## src/hw/pesf_pkg.sv

```systemverilog
package pesf_pkg;

  // register byte offsets
  localparam logic [7:0] PESF_OFS_EVENT_SELECTOR0 = 8'h00;
  localparam logic [7:0] PESF_OFS_EVENT_SELECTOR1 = 8'h04;
  localparam logic [7:0] PESF_OFS_EVENT_SELECTOR2 = 8'h08;
  localparam logic [7:0] PESF_OFS_EVENT_SELECTOR3 = 8'h0C;
  localparam logic [7:0] PESF_OFS_EVENT_COUNTER0  = 8'h10;
  localparam logic [7:0] PESF_OFS_EVENT_COUNTER1  = 8'h14;
  localparam logic [7:0] PESF_OFS_EVENT_COUNTER2  = 8'h18;
  localparam logic [7:0] PESF_OFS_EVENT_COUNTER3  = 8'h1C;
  localparam logic [7:0] PESF_OFS_CYCLE_COUNTER   = 8'h20;
  localparam logic [7:0] PESF_OFS_COUNT_ENABLE    = 8'h24;
  localparam logic [7:0] PESF_OFS_OVF_FLAG_SET    = 8'h28;
  localparam logic [7:0] PESF_OFS_OVF_FLAG_CLEAR  = 8'h2C;

  // cycle bit position, event counter count and selector width
  localparam int PESF_CYCLE_BIT  = 31;
  localparam int PESF_NUM_EVCNT  = 4;
  localparam int PESF_SEL_W      = 10;

  // reset values
  localparam logic [9:0]  PESF_RST_SEL   = 10'h000;
  localparam logic [31:0] PESF_RST_CNT   = 32'h0000_0000;
  localparam logic [4:0]  PESF_RST_FLAGS = 5'h00;

  // event selector codes
  localparam logic [9:0] PESF_EV_NONE          = 10'h000;
  localparam logic [9:0] PESF_EV_CYCLE         = 10'h011;
  localparam logic [9:0] PESF_EV_IDLE          = 10'h020;
  localparam logic [9:0] PESF_EV_RUNNING       = 10'h023;
  localparam logic [9:0] PESF_EV_MAC_ANY       = 10'h030;
  localparam logic [9:0] PESF_EV_MAC_8         = 10'h031;
  localparam logic [9:0] PESF_EV_MAC_16        = 10'h032;
  localparam logic [9:0] PESF_EV_AO_ANY        = 10'h040;
  localparam logic [9:0] PESF_EV_AO_8          = 10'h041;
  localparam logic [9:0] PESF_EV_AO_16         = 10'h042;
  localparam logic [9:0] PESF_EV_WD_ACTIVE     = 10'h050;
  localparam logic [9:0] PESF_EV_AXI0_BASE     = 10'h080;
  localparam logic [9:0] PESF_EV_AXI1_BASE     = 10'h180;
  localparam logic [9:0] PESF_EV_LAT_ANY       = 10'h0A0;
  localparam logic [9:0] PESF_EV_LAT_32        = 10'h0A1;
  localparam logic [9:0] PESF_EV_LAT_64        = 10'h0A2;
  localparam logic [9:0] PESF_EV_LAT_128       = 10'h0A3;
  localparam logic [9:0] PESF_EV_LAT_256       = 10'h0A4;
  localparam logic [9:0] PESF_EV_LAT_512       = 10'h0A5;
  localparam logic [9:0] PESF_EV_LAT_1024      = 10'h0A6;
  localparam logic [9:0] PESF_EV_DMA_ECC       = 10'h0B0;
  localparam logic [9:0] PESF_EV_SB_ECC        = 10'h0B1;

  // low nibble of axi port codes
  localparam logic [3:0] PESF_AXI_RD_ACC   = 4'h0;
  localparam logic [3:0] PESF_AXI_RD_BEAT  = 4'h2;
  localparam logic [3:0] PESF_AXI_RD_STALL = 4'h3;
  localparam logic [3:0] PESF_AXI_WR_ACC   = 4'h4;
  localparam logic [3:0] PESF_AXI_WR_BEAT  = 4'h7;
  localparam logic [3:0] PESF_AXI_WA_STALL = 4'h8;
  localparam logic [3:0] PESF_AXI_WD_STALL = 4'h9;
  localparam logic [3:0] PESF_AXI_CLKEN    = 4'hC;
  localparam logic [3:0] PESF_AXI_RD_LIM   = 4'hE;
  localparam logic [3:0] PESF_AXI_WR_LIM   = 4'hF;

  // latency thresholds in cycles
  localparam logic [15:0] PESF_LAT_32   = 16'h0020;
  localparam logic [15:0] PESF_LAT_64   = 16'h0040;
  localparam logic [15:0] PESF_LAT_128  = 16'h0080;
  localparam logic [15:0] PESF_LAT_256  = 16'h0100;
  localparam logic [15:0] PESF_LAT_512  = 16'h0200;
  localparam logic [15:0] PESF_LAT_1024 = 16'h0400;

  typedef struct packed {
    logic arvalid;
    logic arready;
    logic rvalid;
    logic rready;
    logic awvalid;
    logic awready;
    logic wvalid;
    logic wready;
    logic aclken;
    logic rd_limit_stall;
    logic wr_limit_stall;
  } pesf_axi_mon_t;

  typedef struct packed {
    logic        running;
    logic        mac_active;
    logic        mac_8bit;
    logic        mac_16bit;
    logic        ao_active;
    logic        ao_8bit;
    logic        ao_16bit;
    logic        wd_active;
    logic        lat_done;
    logic [15:0] lat_cycles;
    logic        dma_ecc_err;
    logic        sb_ecc_err;
  } pesf_core_mon_t;

  typedef struct packed {
    logic [7:0]  addr;
    logic [31:0] wdata;
    logic        wr;
    logic        rd;
  } pesf_bus_req_t;

  typedef struct packed {
    logic [3:0][9:0]  sel;
    logic [3:0][31:0] evc;
    logic [31:0]      cyc;
    logic [4:0]       en;
    logic [4:0]       ovf;
    logic [31:0]      rdata;
  } pesf_state_t;

endpackage : pesf_pkg

```

## src/hw/pesf_top.sv

```systemverilog
`timescale 1ns/1ps
module pesf_top
  import pesf_pkg::*;
(
  input  wire logic                     ref_clk,
  input  wire logic                     reset,
  input  wire pesf_pkg::pesf_bus_req_t  bus_req,
  output logic [31:0]                   rd_data,
  input  wire pesf_pkg::pesf_core_mon_t core_mon,
  input  wire pesf_pkg::pesf_axi_mon_t  axi0_mon,
  input  wire pesf_pkg::pesf_axi_mon_t  axi1_mon,
  output logic [4:0]                    overflow_flags
);

  import pesf_pkg::*;

  pesf_state_t state_ff;
  pesf_state_t nxt_state;

  function automatic logic axi_event(input logic [3:0] code, input pesf_axi_mon_t m);
    logic hit;
    hit = 1'b0;
    case (code)
      PESF_AXI_RD_ACC:   hit = m.arvalid & m.arready;
      PESF_AXI_RD_BEAT:  hit = m.rvalid & m.rready;
      PESF_AXI_RD_STALL: hit = m.arvalid & ~m.arready;
      PESF_AXI_WR_ACC:   hit = m.awvalid & m.awready;
      PESF_AXI_WR_BEAT:  hit = m.wvalid & m.wready;
      PESF_AXI_WA_STALL: hit = m.awvalid & ~m.awready;
      PESF_AXI_WD_STALL: hit = m.wvalid & ~m.wready;
      PESF_AXI_CLKEN:    hit = m.aclken;
      PESF_AXI_RD_LIM:   hit = m.rd_limit_stall;
      PESF_AXI_WR_LIM:   hit = m.wr_limit_stall;
      default:           hit = 1'b0;
    endcase
    return hit;
  endfunction : axi_event

  function automatic logic event_hit(input logic [9:0] sel, input pesf_core_mon_t c,
                                     input pesf_axi_mon_t a0, input pesf_axi_mon_t a1);
    logic hit;
    hit = 1'b0;
    case (sel)
      PESF_EV_NONE:      hit = 1'b0;
      PESF_EV_CYCLE:     hit = 1'b1;
      PESF_EV_IDLE:      hit = ~c.running;
      PESF_EV_RUNNING:   hit = c.running;
      PESF_EV_MAC_ANY:   hit = c.mac_active;
      PESF_EV_MAC_8:     hit = c.mac_active & c.mac_8bit;
      PESF_EV_MAC_16:    hit = c.mac_active & c.mac_16bit;
      PESF_EV_AO_ANY:    hit = c.ao_active;
      PESF_EV_AO_8:      hit = c.ao_active & c.ao_8bit;
      PESF_EV_AO_16:     hit = c.ao_active & c.ao_16bit;
      PESF_EV_WD_ACTIVE: hit = c.wd_active;
      PESF_EV_LAT_ANY:   hit = c.lat_done;
      PESF_EV_LAT_32:    hit = c.lat_done & (c.lat_cycles >= PESF_LAT_32);
      PESF_EV_LAT_64:    hit = c.lat_done & (c.lat_cycles >= PESF_LAT_64);
      PESF_EV_LAT_128:   hit = c.lat_done & (c.lat_cycles >= PESF_LAT_128);
      PESF_EV_LAT_256:   hit = c.lat_done & (c.lat_cycles >= PESF_LAT_256);
      PESF_EV_LAT_512:   hit = c.lat_done & (c.lat_cycles >= PESF_LAT_512);
      PESF_EV_LAT_1024:  hit = c.lat_done & (c.lat_cycles >= PESF_LAT_1024);
      PESF_EV_DMA_ECC:   hit = c.dma_ecc_err;
      PESF_EV_SB_ECC:    hit = c.sb_ecc_err;
      default:
      begin
        if (sel[9:4] == PESF_EV_AXI0_BASE[9:4])
        begin
          hit = axi_event(sel[3:0], a0);
        end
        else if (sel[9:4] == PESF_EV_AXI1_BASE[9:4])
        begin
          hit = axi_event(sel[3:0], a1);
        end
        else
        begin
          hit = 1'b0;
        end
      end
    endcase
    return hit;
  endfunction : event_hit

  logic [31:0] ovf_view;

  always_comb
  begin
    logic [4:0] hw_ovf;
    logic [4:0] set_m;
    logic [4:0] clr_m;
    logic [2:0] idx;
    hw_ovf    = 5'h00;
    set_m     = 5'h00;
    clr_m     = 5'h00;
    idx       = 3'h0;
    nxt_state = state_ff;
    ovf_view  = {state_ff.ovf[4], 27'h000_0000, state_ff.ovf[3:0]};

    // cycle counter
    if (state_ff.en[4])
    begin
      nxt_state.cyc = state_ff.cyc + 32'h0000_0001;
      hw_ovf[4]     = &state_ff.cyc;
    end

    // event counters, each driven by its own selector
    for (int k = 0; k < PESF_NUM_EVCNT; k++)
    begin
      if (state_ff.en[k] && event_hit(state_ff.sel[k], core_mon, axi0_mon, axi1_mon))
      begin
        nxt_state.evc[k] = state_ff.evc[k] + 32'h0000_0001;
        hw_ovf[k]        = &state_ff.evc[k];
      end
    end

    // register writes
    if (bus_req.wr)
    begin
      case (bus_req.addr)
        PESF_OFS_EVENT_SELECTOR0, PESF_OFS_EVENT_SELECTOR1,
        PESF_OFS_EVENT_SELECTOR2, PESF_OFS_EVENT_SELECTOR3:
        begin
          idx = {1'b0, bus_req.addr[3:2]};
          nxt_state.sel[idx[1:0]] = bus_req.wdata[9:0];
        end
        PESF_OFS_EVENT_COUNTER0, PESF_OFS_EVENT_COUNTER1,
        PESF_OFS_EVENT_COUNTER2, PESF_OFS_EVENT_COUNTER3:
        begin
          idx = {1'b0, bus_req.addr[3:2]};
          nxt_state.evc[idx[1:0]] = bus_req.wdata;
        end
        PESF_OFS_CYCLE_COUNTER:
        begin
          nxt_state.cyc = bus_req.wdata;
        end
        PESF_OFS_COUNT_ENABLE:
        begin
          nxt_state.en = {bus_req.wdata[PESF_CYCLE_BIT], bus_req.wdata[3:0]};
        end
        PESF_OFS_OVF_FLAG_SET:
        begin
          set_m = {bus_req.wdata[PESF_CYCLE_BIT], bus_req.wdata[3:0]};
        end
        PESF_OFS_OVF_FLAG_CLEAR:
        begin
          clr_m = {bus_req.wdata[PESF_CYCLE_BIT], bus_req.wdata[3:0]};
        end
        default:
        begin
          idx = 3'h0;
        end
      endcase
    end

    // one shared flag state, set beats clear
    nxt_state.ovf = (state_ff.ovf & ~clr_m) | set_m | hw_ovf;

    // read data only in the cycle after the strobe
    nxt_state.rdata = 32'h0000_0000;
    if (bus_req.rd)
    begin
      case (bus_req.addr)
        PESF_OFS_EVENT_SELECTOR0, PESF_OFS_EVENT_SELECTOR1,
        PESF_OFS_EVENT_SELECTOR2, PESF_OFS_EVENT_SELECTOR3:
        begin
          nxt_state.rdata = {22'h00_0000, state_ff.sel[bus_req.addr[3:2]]};
        end
        PESF_OFS_EVENT_COUNTER0, PESF_OFS_EVENT_COUNTER1,
        PESF_OFS_EVENT_COUNTER2, PESF_OFS_EVENT_COUNTER3:
        begin
          nxt_state.rdata = state_ff.evc[bus_req.addr[3:2]];
        end
        PESF_OFS_CYCLE_COUNTER:
        begin
          nxt_state.rdata = state_ff.cyc;
        end
        PESF_OFS_COUNT_ENABLE:
        begin
          nxt_state.rdata = {state_ff.en[4], 27'h000_0000, state_ff.en[3:0]};
        end
        PESF_OFS_OVF_FLAG_SET, PESF_OFS_OVF_FLAG_CLEAR:
        begin
          nxt_state.rdata = ovf_view;
        end
        default:
        begin
          nxt_state.rdata = 32'h0000_0000;
        end
      endcase
    end
  end

  always_ff @(posedge ref_clk)
  begin
    if (reset)
    begin
      state_ff.sel   <= {PESF_NUM_EVCNT{PESF_RST_SEL}};
      state_ff.evc   <= {PESF_NUM_EVCNT{PESF_RST_CNT}};
      state_ff.cyc   <= PESF_RST_CNT;
      state_ff.en    <= PESF_RST_FLAGS;
      state_ff.ovf   <= PESF_RST_FLAGS;
      state_ff.rdata <= PESF_RST_CNT;
    end
    else
    begin
      state_ff <= nxt_state;
    end
  end

  assign rd_data        = state_ff.rdata;
  assign overflow_flags = state_ff.ovf;

endmodule : pesf_top

```

## config.mk

```make
export PLATFORM = sky130hd
export DESIGN_NAME = pesf_top
export DESIGN_NICKNAME = d
export VERILOG_FILES = /design/src/hw/pesf_pkg.sv /design/src/hw/pesf_top.sv
export SDC_FILE = /design/constraint.sdc
export NUM_CORES = 1
export LEC_CHECK = 0
export BUFFER_PORTS_ARGS = -buffer_cell sky130_fd_sc_hd__buf_2
export CAP_MARGIN = 25
export CORE_ASPECT_RATIO = 0.5
export CORE_UTILIZATION = 30
export DETAILED_ROUTE_END_ITERATION = 6
export PLACE_DENSITY = 0.58
export SLEW_MARGIN = 20
export SYNTH_ARGS = -nofsm -noshare
export SYNTH_HDL_FRONTEND = slang
export SYNTH_SLANG_ARGS = --single-unit
```

## constraint.sdc

```tcl
create_clock -name ref_clk -period 4.45 [get_ports ref_clk]
set_input_delay 0 -clock ref_clk [delete_from_list [all_inputs] [get_ports ref_clk]]
set_output_delay 0 -clock ref_clk [all_outputs]
set_load 0.02 [all_outputs]
```

* After elaboration in Yosys (flattened, before gate mapping)
Cells that the tools add are included.
** Storage, ports and cells
- Flip-flop bits (word level) :: 242
- Bits of input ports :: 93
- Output and inout port bits :: 37
- Word-level logic and storage cells :: 266
** Cells by class
- Add/subtract/negate cells :: 5
- $lt $le $gt $ge :: 8
- Equal/unequal tests :: 131
- Multiplexer cells :: 49
- Bitwise logic cells :: 36
- Reduce and logical (&&, ||, !) cells :: 25
** Operator list (number)
- $eq 10x8->1 const B :: 36
- $mux 32 :: 8
- $eq 10x6->1 const B :: 20
- $mux 165 :: 1
- $add 32x1->32 const B :: 5
- $eq 10x7->1 const B :: 16
- $pmux 32 s5 :: 1
- $reduce_and 32->1 :: 5
- $bwmux 128 :: 1
- $mux 128 :: 1
- $eq 4x4->1 const B :: 20
- $pmux 1 s10 :: 8
- $pmux 1 s20 :: 4
- $bmux 32 s2 :: 1
- $demux 32 s2 :: 1
- $bwmux 40 :: 1
- $eq 10x5->1 const B :: 4
- $logic_not 10->1 :: 4
- $eq 4x2->1 const B :: 8
- $eq 4x3->1 const B :: 8
- $eq 8x5->1 const B :: 4
- $eq 8x6->1 const B :: 4
- $mux 5 :: 5
- $and 1x1->1 :: 24
- 26 further kinds :: 64

* Depth between registers and ports, before layout
- Depth after elaboration :: 11
- Gate-level depth with buffers :: 13

* Worst setup path after synthesis
Ideal clock, no wire load.
- Path kind :: flip-flop to flip-flop
- From :: reg state_ff[234] (netlist bit)
- To :: reg state_ff[182] (netlist bit)
- Library setup time :: 0.091 ns
- Data arrival time :: 2.934 ns
- Data required time :: 4.359 ns
- Path slack :: 1.425 ns
- Stages on the path, launching flop included :: 12
- Buffers on the path :: 4
- Clock period less this slack :: 3.025 ns
- Cell sequence :: dfxtp_1 -> buf_6 -> or4_4 -> buf_6 -> or4b_4 -> o311ai_4 -> o211ai_4 -> and2_4 -> buf_6 -> buf_6 -> or4_1 -> a311oi_1
** Between the ends
- Word-level cells in the longest chain between the ends :: 10
** Ends and longest elaborated chain
- start, declared :: RTL line pesf_top.sv:17 : pesf_state_t state_ff;
- start signal, assigned :: RTL line pesf_top.sv:205 : state_ff <= nxt_state;
- $eq 4x4->1 (tied with other cells) :: RTL line pesf_top.sv:23 : case (code)
- $pmux 1 s10 :: RTL line pesf_top.sv:23
- $mux 1 :: RTL line pesf_top.sv:70 : else if (sel[9:4] == PESF_EV_AXI1_BASE[9:4])
- $mux 1 :: RTL line pesf_top.sv:66 : if (sel[9:4] == PESF_EV_AXI0_BASE[9:4])
- $pmux 1 s20 (*) :: RTL line pesf_top.sv:43 : case (sel)
- $logic_and 1x1->1 (*) :: RTL line pesf_top.sv:108 : if (state_ff.en[k] && event_hit(state_ff.sel[k], core_mon, axi0_mon, axi1_mon))
- $mux 32 (*) :: RTL line pesf_top.sv:108
- $bwmux 128 :: RTL line pesf_top.sv:129 : nxt_state.evc[idx[1:0]] = bus_req.wdata;
- $mux 128 :: RTL line pesf_top.sv:118 : case (bus_req.addr)
- $mux 165 (*) :: RTL line pesf_top.sv:116 : if (bus_req.wr)
Every way passes the cells marked *; elsewhere a longest branch is shown, timed or not.
A chain may end at the register's enable or synchronous reset.

* Final worst setup path
- From :: reg state_ff[212] (netlist bit)
- To :: reg state_ff[122] (netlist bit)
The elaborated chain is that of the path after synthesis.

==> results_dict.tcl <==
set metrics [dict create \
    synthCells 2036 \
    insertedDiodeCount 0 \
    detailedRoute.firstPassIterationCount 6 \
    floorplan.core_area_mm2 0.05413 \
    numPlacedInstances 2731 \
    synth-main-ff-cell "sky130_fd_sc_hd__dfxtp_1" \
    routabilityCongestion 0.9345 \
    power_density_mw_per_mm2 251.3 \
    drt-vias-per-instance 5.871 \
    rsz0062_at_grt "no" \
    worstPathArrival_ns 4.26 \
    layout_cells_sized_above_1 0.1486 \
    worst_slew_margin_rel 0.2638 \
    critical_path.most_common_cell "sky130_fd_sc_hd__o31a_1" \
    final.min_clock_period_ns 3.816 \
    mappedNetlistArea_mm2 0.01655 \
    ys_seq_area_frac 0.2927 \
    tns_ns 0 \
    worstPathRequired_ns 4.89 \
    share_of_the_clock_period_used_by_the_worst_path_after_layout 0.8575 \
    post-dp-hpwl_um 43040 \
    grt_antenna_before_repair 0 \
    post_synth_fa_ha_maj_area_fraction 0.004989 \
    starting_density_of_the_core 0.3058 \
    timing.critical_path.slowest_stage_cell "sky130_fd_sc_hd__or4b_1" \
    row_count 60 \
    first_global_vias 15130 \
    timing.hold.worst.start "bus_req[39]" \
    drt_iter0_markers 1672 \
    post_synth.cell_area_avg_um2 8.130 \
    cts_inserted_buffers 27 \
    power.ir.vdd_worst_mv 0.2524 \
    routed_wl_um 60440 \
    switching_share 0.2470 \
    placed_area_mm2 0.01750 \
    max_slew.worst_pin.slew_ns 1.095 \
    worst_skew_pair.late_latency_ns 0.54 \
    cts-htree-levels 1 \
    synth-warning-count 0 \
    routed-via-count 16530 \
    most-common-layout-cells "sky130_fd_sc_hd__nor2_1, sky130_fd_sc_hd__dfxtp_1, sky130_fd_sc_hd__nand2_1" \
    cts-resized-gates 0 \
    synth_cell_type_count 86 \
    internal_power_mw 3.543 \
    worstPathCellList "buf_4 -> nand4b_1 -> o31a_1 -> o211ai_1 -> a221oi_1 -> o31a_1 -> or4b_1 -> or4_1 -> a311oi_1" \
    global_route.usage.total 0.2075 \
    timing.critical_path.to_type "flip-flop" \
    postSynth.asyncResetShare 0 \
    design.die.area_mm2 0.05617 \
    postSynthNetCount 2134 \
    dominant_combinational_cell_family_by_area_after_synthesis "simple AND/OR/NAND/NOR gates" \
    synth_edf_count 0 \
    clock_tree.root_cell "sky130_fd_sc_hd__clkbuf_16" \
    clkSlewWorstSetupHoldPaths_ns 0.06 \
    fin_nets 2151 \
    worstHoldPathType "input port to flip-flop" \
    synthXorXnorAreaFrac 0.03439 \
    timing_worst_setup_path_type "flip-flop to flip-flop" \
    drc 0 \
    port_buffers 124 \
    cts_num_sinks 242 \
    slew_viol_final 0 \
    run_status "complete, no violations" \
    clock_tree.buffer_depth 3 \
    crit_path_start "state_ff[212]" \
    post_drt_wl_per_cell_um 21.46 \
    seqPwrFrac 0.465 \
    drt.antenna.violating_nets 0 \
    ys_ff_latch 242 \
    power_leakage_nw 5.891 \
    tritoncts "done" \
    die-width_um 334.2 \
    r2r-start "state_ff[212]" \
    whs_ns 0.03121 \
    grt_first_pass_wirelength_um 92170 \
    fp.dieH_um 168.1 \
    pin_count 130 \
    critical_path.max_fanout 21 \
    synth-compound-area-share 0.2135 \
    layout.cells.most_common "sky130_fd_sc_hd__nor2_1" \
    timing.critical_path.from_type "flip-flop" \
    design_area_mm2 0.01872 \
    setup-violations-final 0 \
    max_clock_freq_mhz 262.1 \
    gr-total-overflow 0 \
    synth_mux_area_frac 0.1132 \
    syn_to_final_growth_pct 13.12 \
    yosys.area_share.simple 0.2693 \
    finalHoldViolCount 0 \
    utilization_after_layout 0.3459 \
    max_cap_viol_count 0 \
    power.share.clock 0.468 \
    share_comb_of_total_power 0.068 \
    total_switching_power_mw 1.162 \
    critical-path-max-stage-delay_ns 0.93 \
    finClkSkew_ns 0.01490 \
    final_cells 2816 \
    grt_max_degree 98 \
]
metrics by stage:
step / setup slack (ns) / total power [mW]
after floorplan: 1.425 / 2.374
after global routing: 0.4559 / 4.829
after global placement: 0.7089 / 2.528
after detailed placement: 0.6774 / 2.529
final: 0.6341 / 4.705
after CTS: 0.6768 / 4.728
Yosys cell counts (all sizes together), types with 26 or more instances:
master / count / area [um2]
buf: 70 / 445.4
nor2: 267 / 1002
dfxtp: 242 / 4845
inv: 53 / 198.9
nand2b: 26 / 162.7
a22oi: 33 / 247.7
o31ai: 45 / 342.8
nor4: 27 / 175.2
clkbuf: 146 / 548.0
a21oi: 26 / 130.1
nand3: 84 / 420.4
and3: 50 / 312.8
or3: 41 / 256.5
or4: 45 / 341.6
o21ai: 57 / 285.3
a311oi: 72 / 630.6
nand4: 40 / 250.2
mux4: 42 / 945.9
a211oi: 80 / 600.6
nor3: 38 / 195.2
mux2i: 78 / 780.8
xnor2: 44 / 385.4
nand2: 133 / 499.2
what timing repair did:
item / in CTS / in global routing
setup buffers: 0 / 0
hold buffers: 34 / 0
hold endpoints to repair: 208 / 0
power groups by stage:
stage          Sequential [mW]  Clock (mW)  Combinational (mW)
2_1_floorplan             2.23           0               0.146
3_3_place_gp              2.23           0               0.294
3_5_place_dp              2.23           0               0.295
4_1_cts                   2.19        2.22               0.319
5_1_grt                   2.19        2.31               0.337
6_report                  2.19        2.20               0.319
registers in the layout (all words and copies together), names as in the netlist:
register,count
state_ff,205
rd_data,32
overflow_flags,5
logic make-up after synthesis:
kind of cell               count (synthesis)
muxes                                    133
and+or+nand+nor                          858
DFF                                      242
buffers and inverters                    269
xor gates and xnor gates                  65
AOI/OAI and AO/OA                        462
adders and majority gates                  7
critical path: cells and delay by family (launching register included):
kind	cells	cell delay, ns
buf+inv	1	0.28
flops	1	0.71
compound gates	5	1.13
simple gates	3	1.58
area by class of cell:
class,count,area (um2)
Fill cell,5729,35400
Multi-Input combinational cell,1525,10570
Sequential cell,242,4845
Timing Repair Buffer,204,1328
Tap cell,744,930.9
Clock buffer,42,822.0
Inverter,53,198.9
Clock inverter,6,33.78
per-layer routing:
metal  GRT usage  part of all wire  up-vias
met5           0                 0        -
met4     0.08815             0.044        0
met3     0.01797             0.056      144
met2      0.3430              0.46      622
met1      0.2778              0.44     8030
li1            -                 -     7738
path summary, 6_finish.rpt:
check                                         end  slack [ns]  cells past startpoint
worst max-delay path                state_ff[122]        0.63                      9
worst min-delay path                   rd_data[8]        0.03                      5
worst max register to register      state_ff[122]        0.63                      9
worst min register to register  overflow_flags[4]        0.52                      2
No activity file was read; power rests on OpenSTA's default activity.
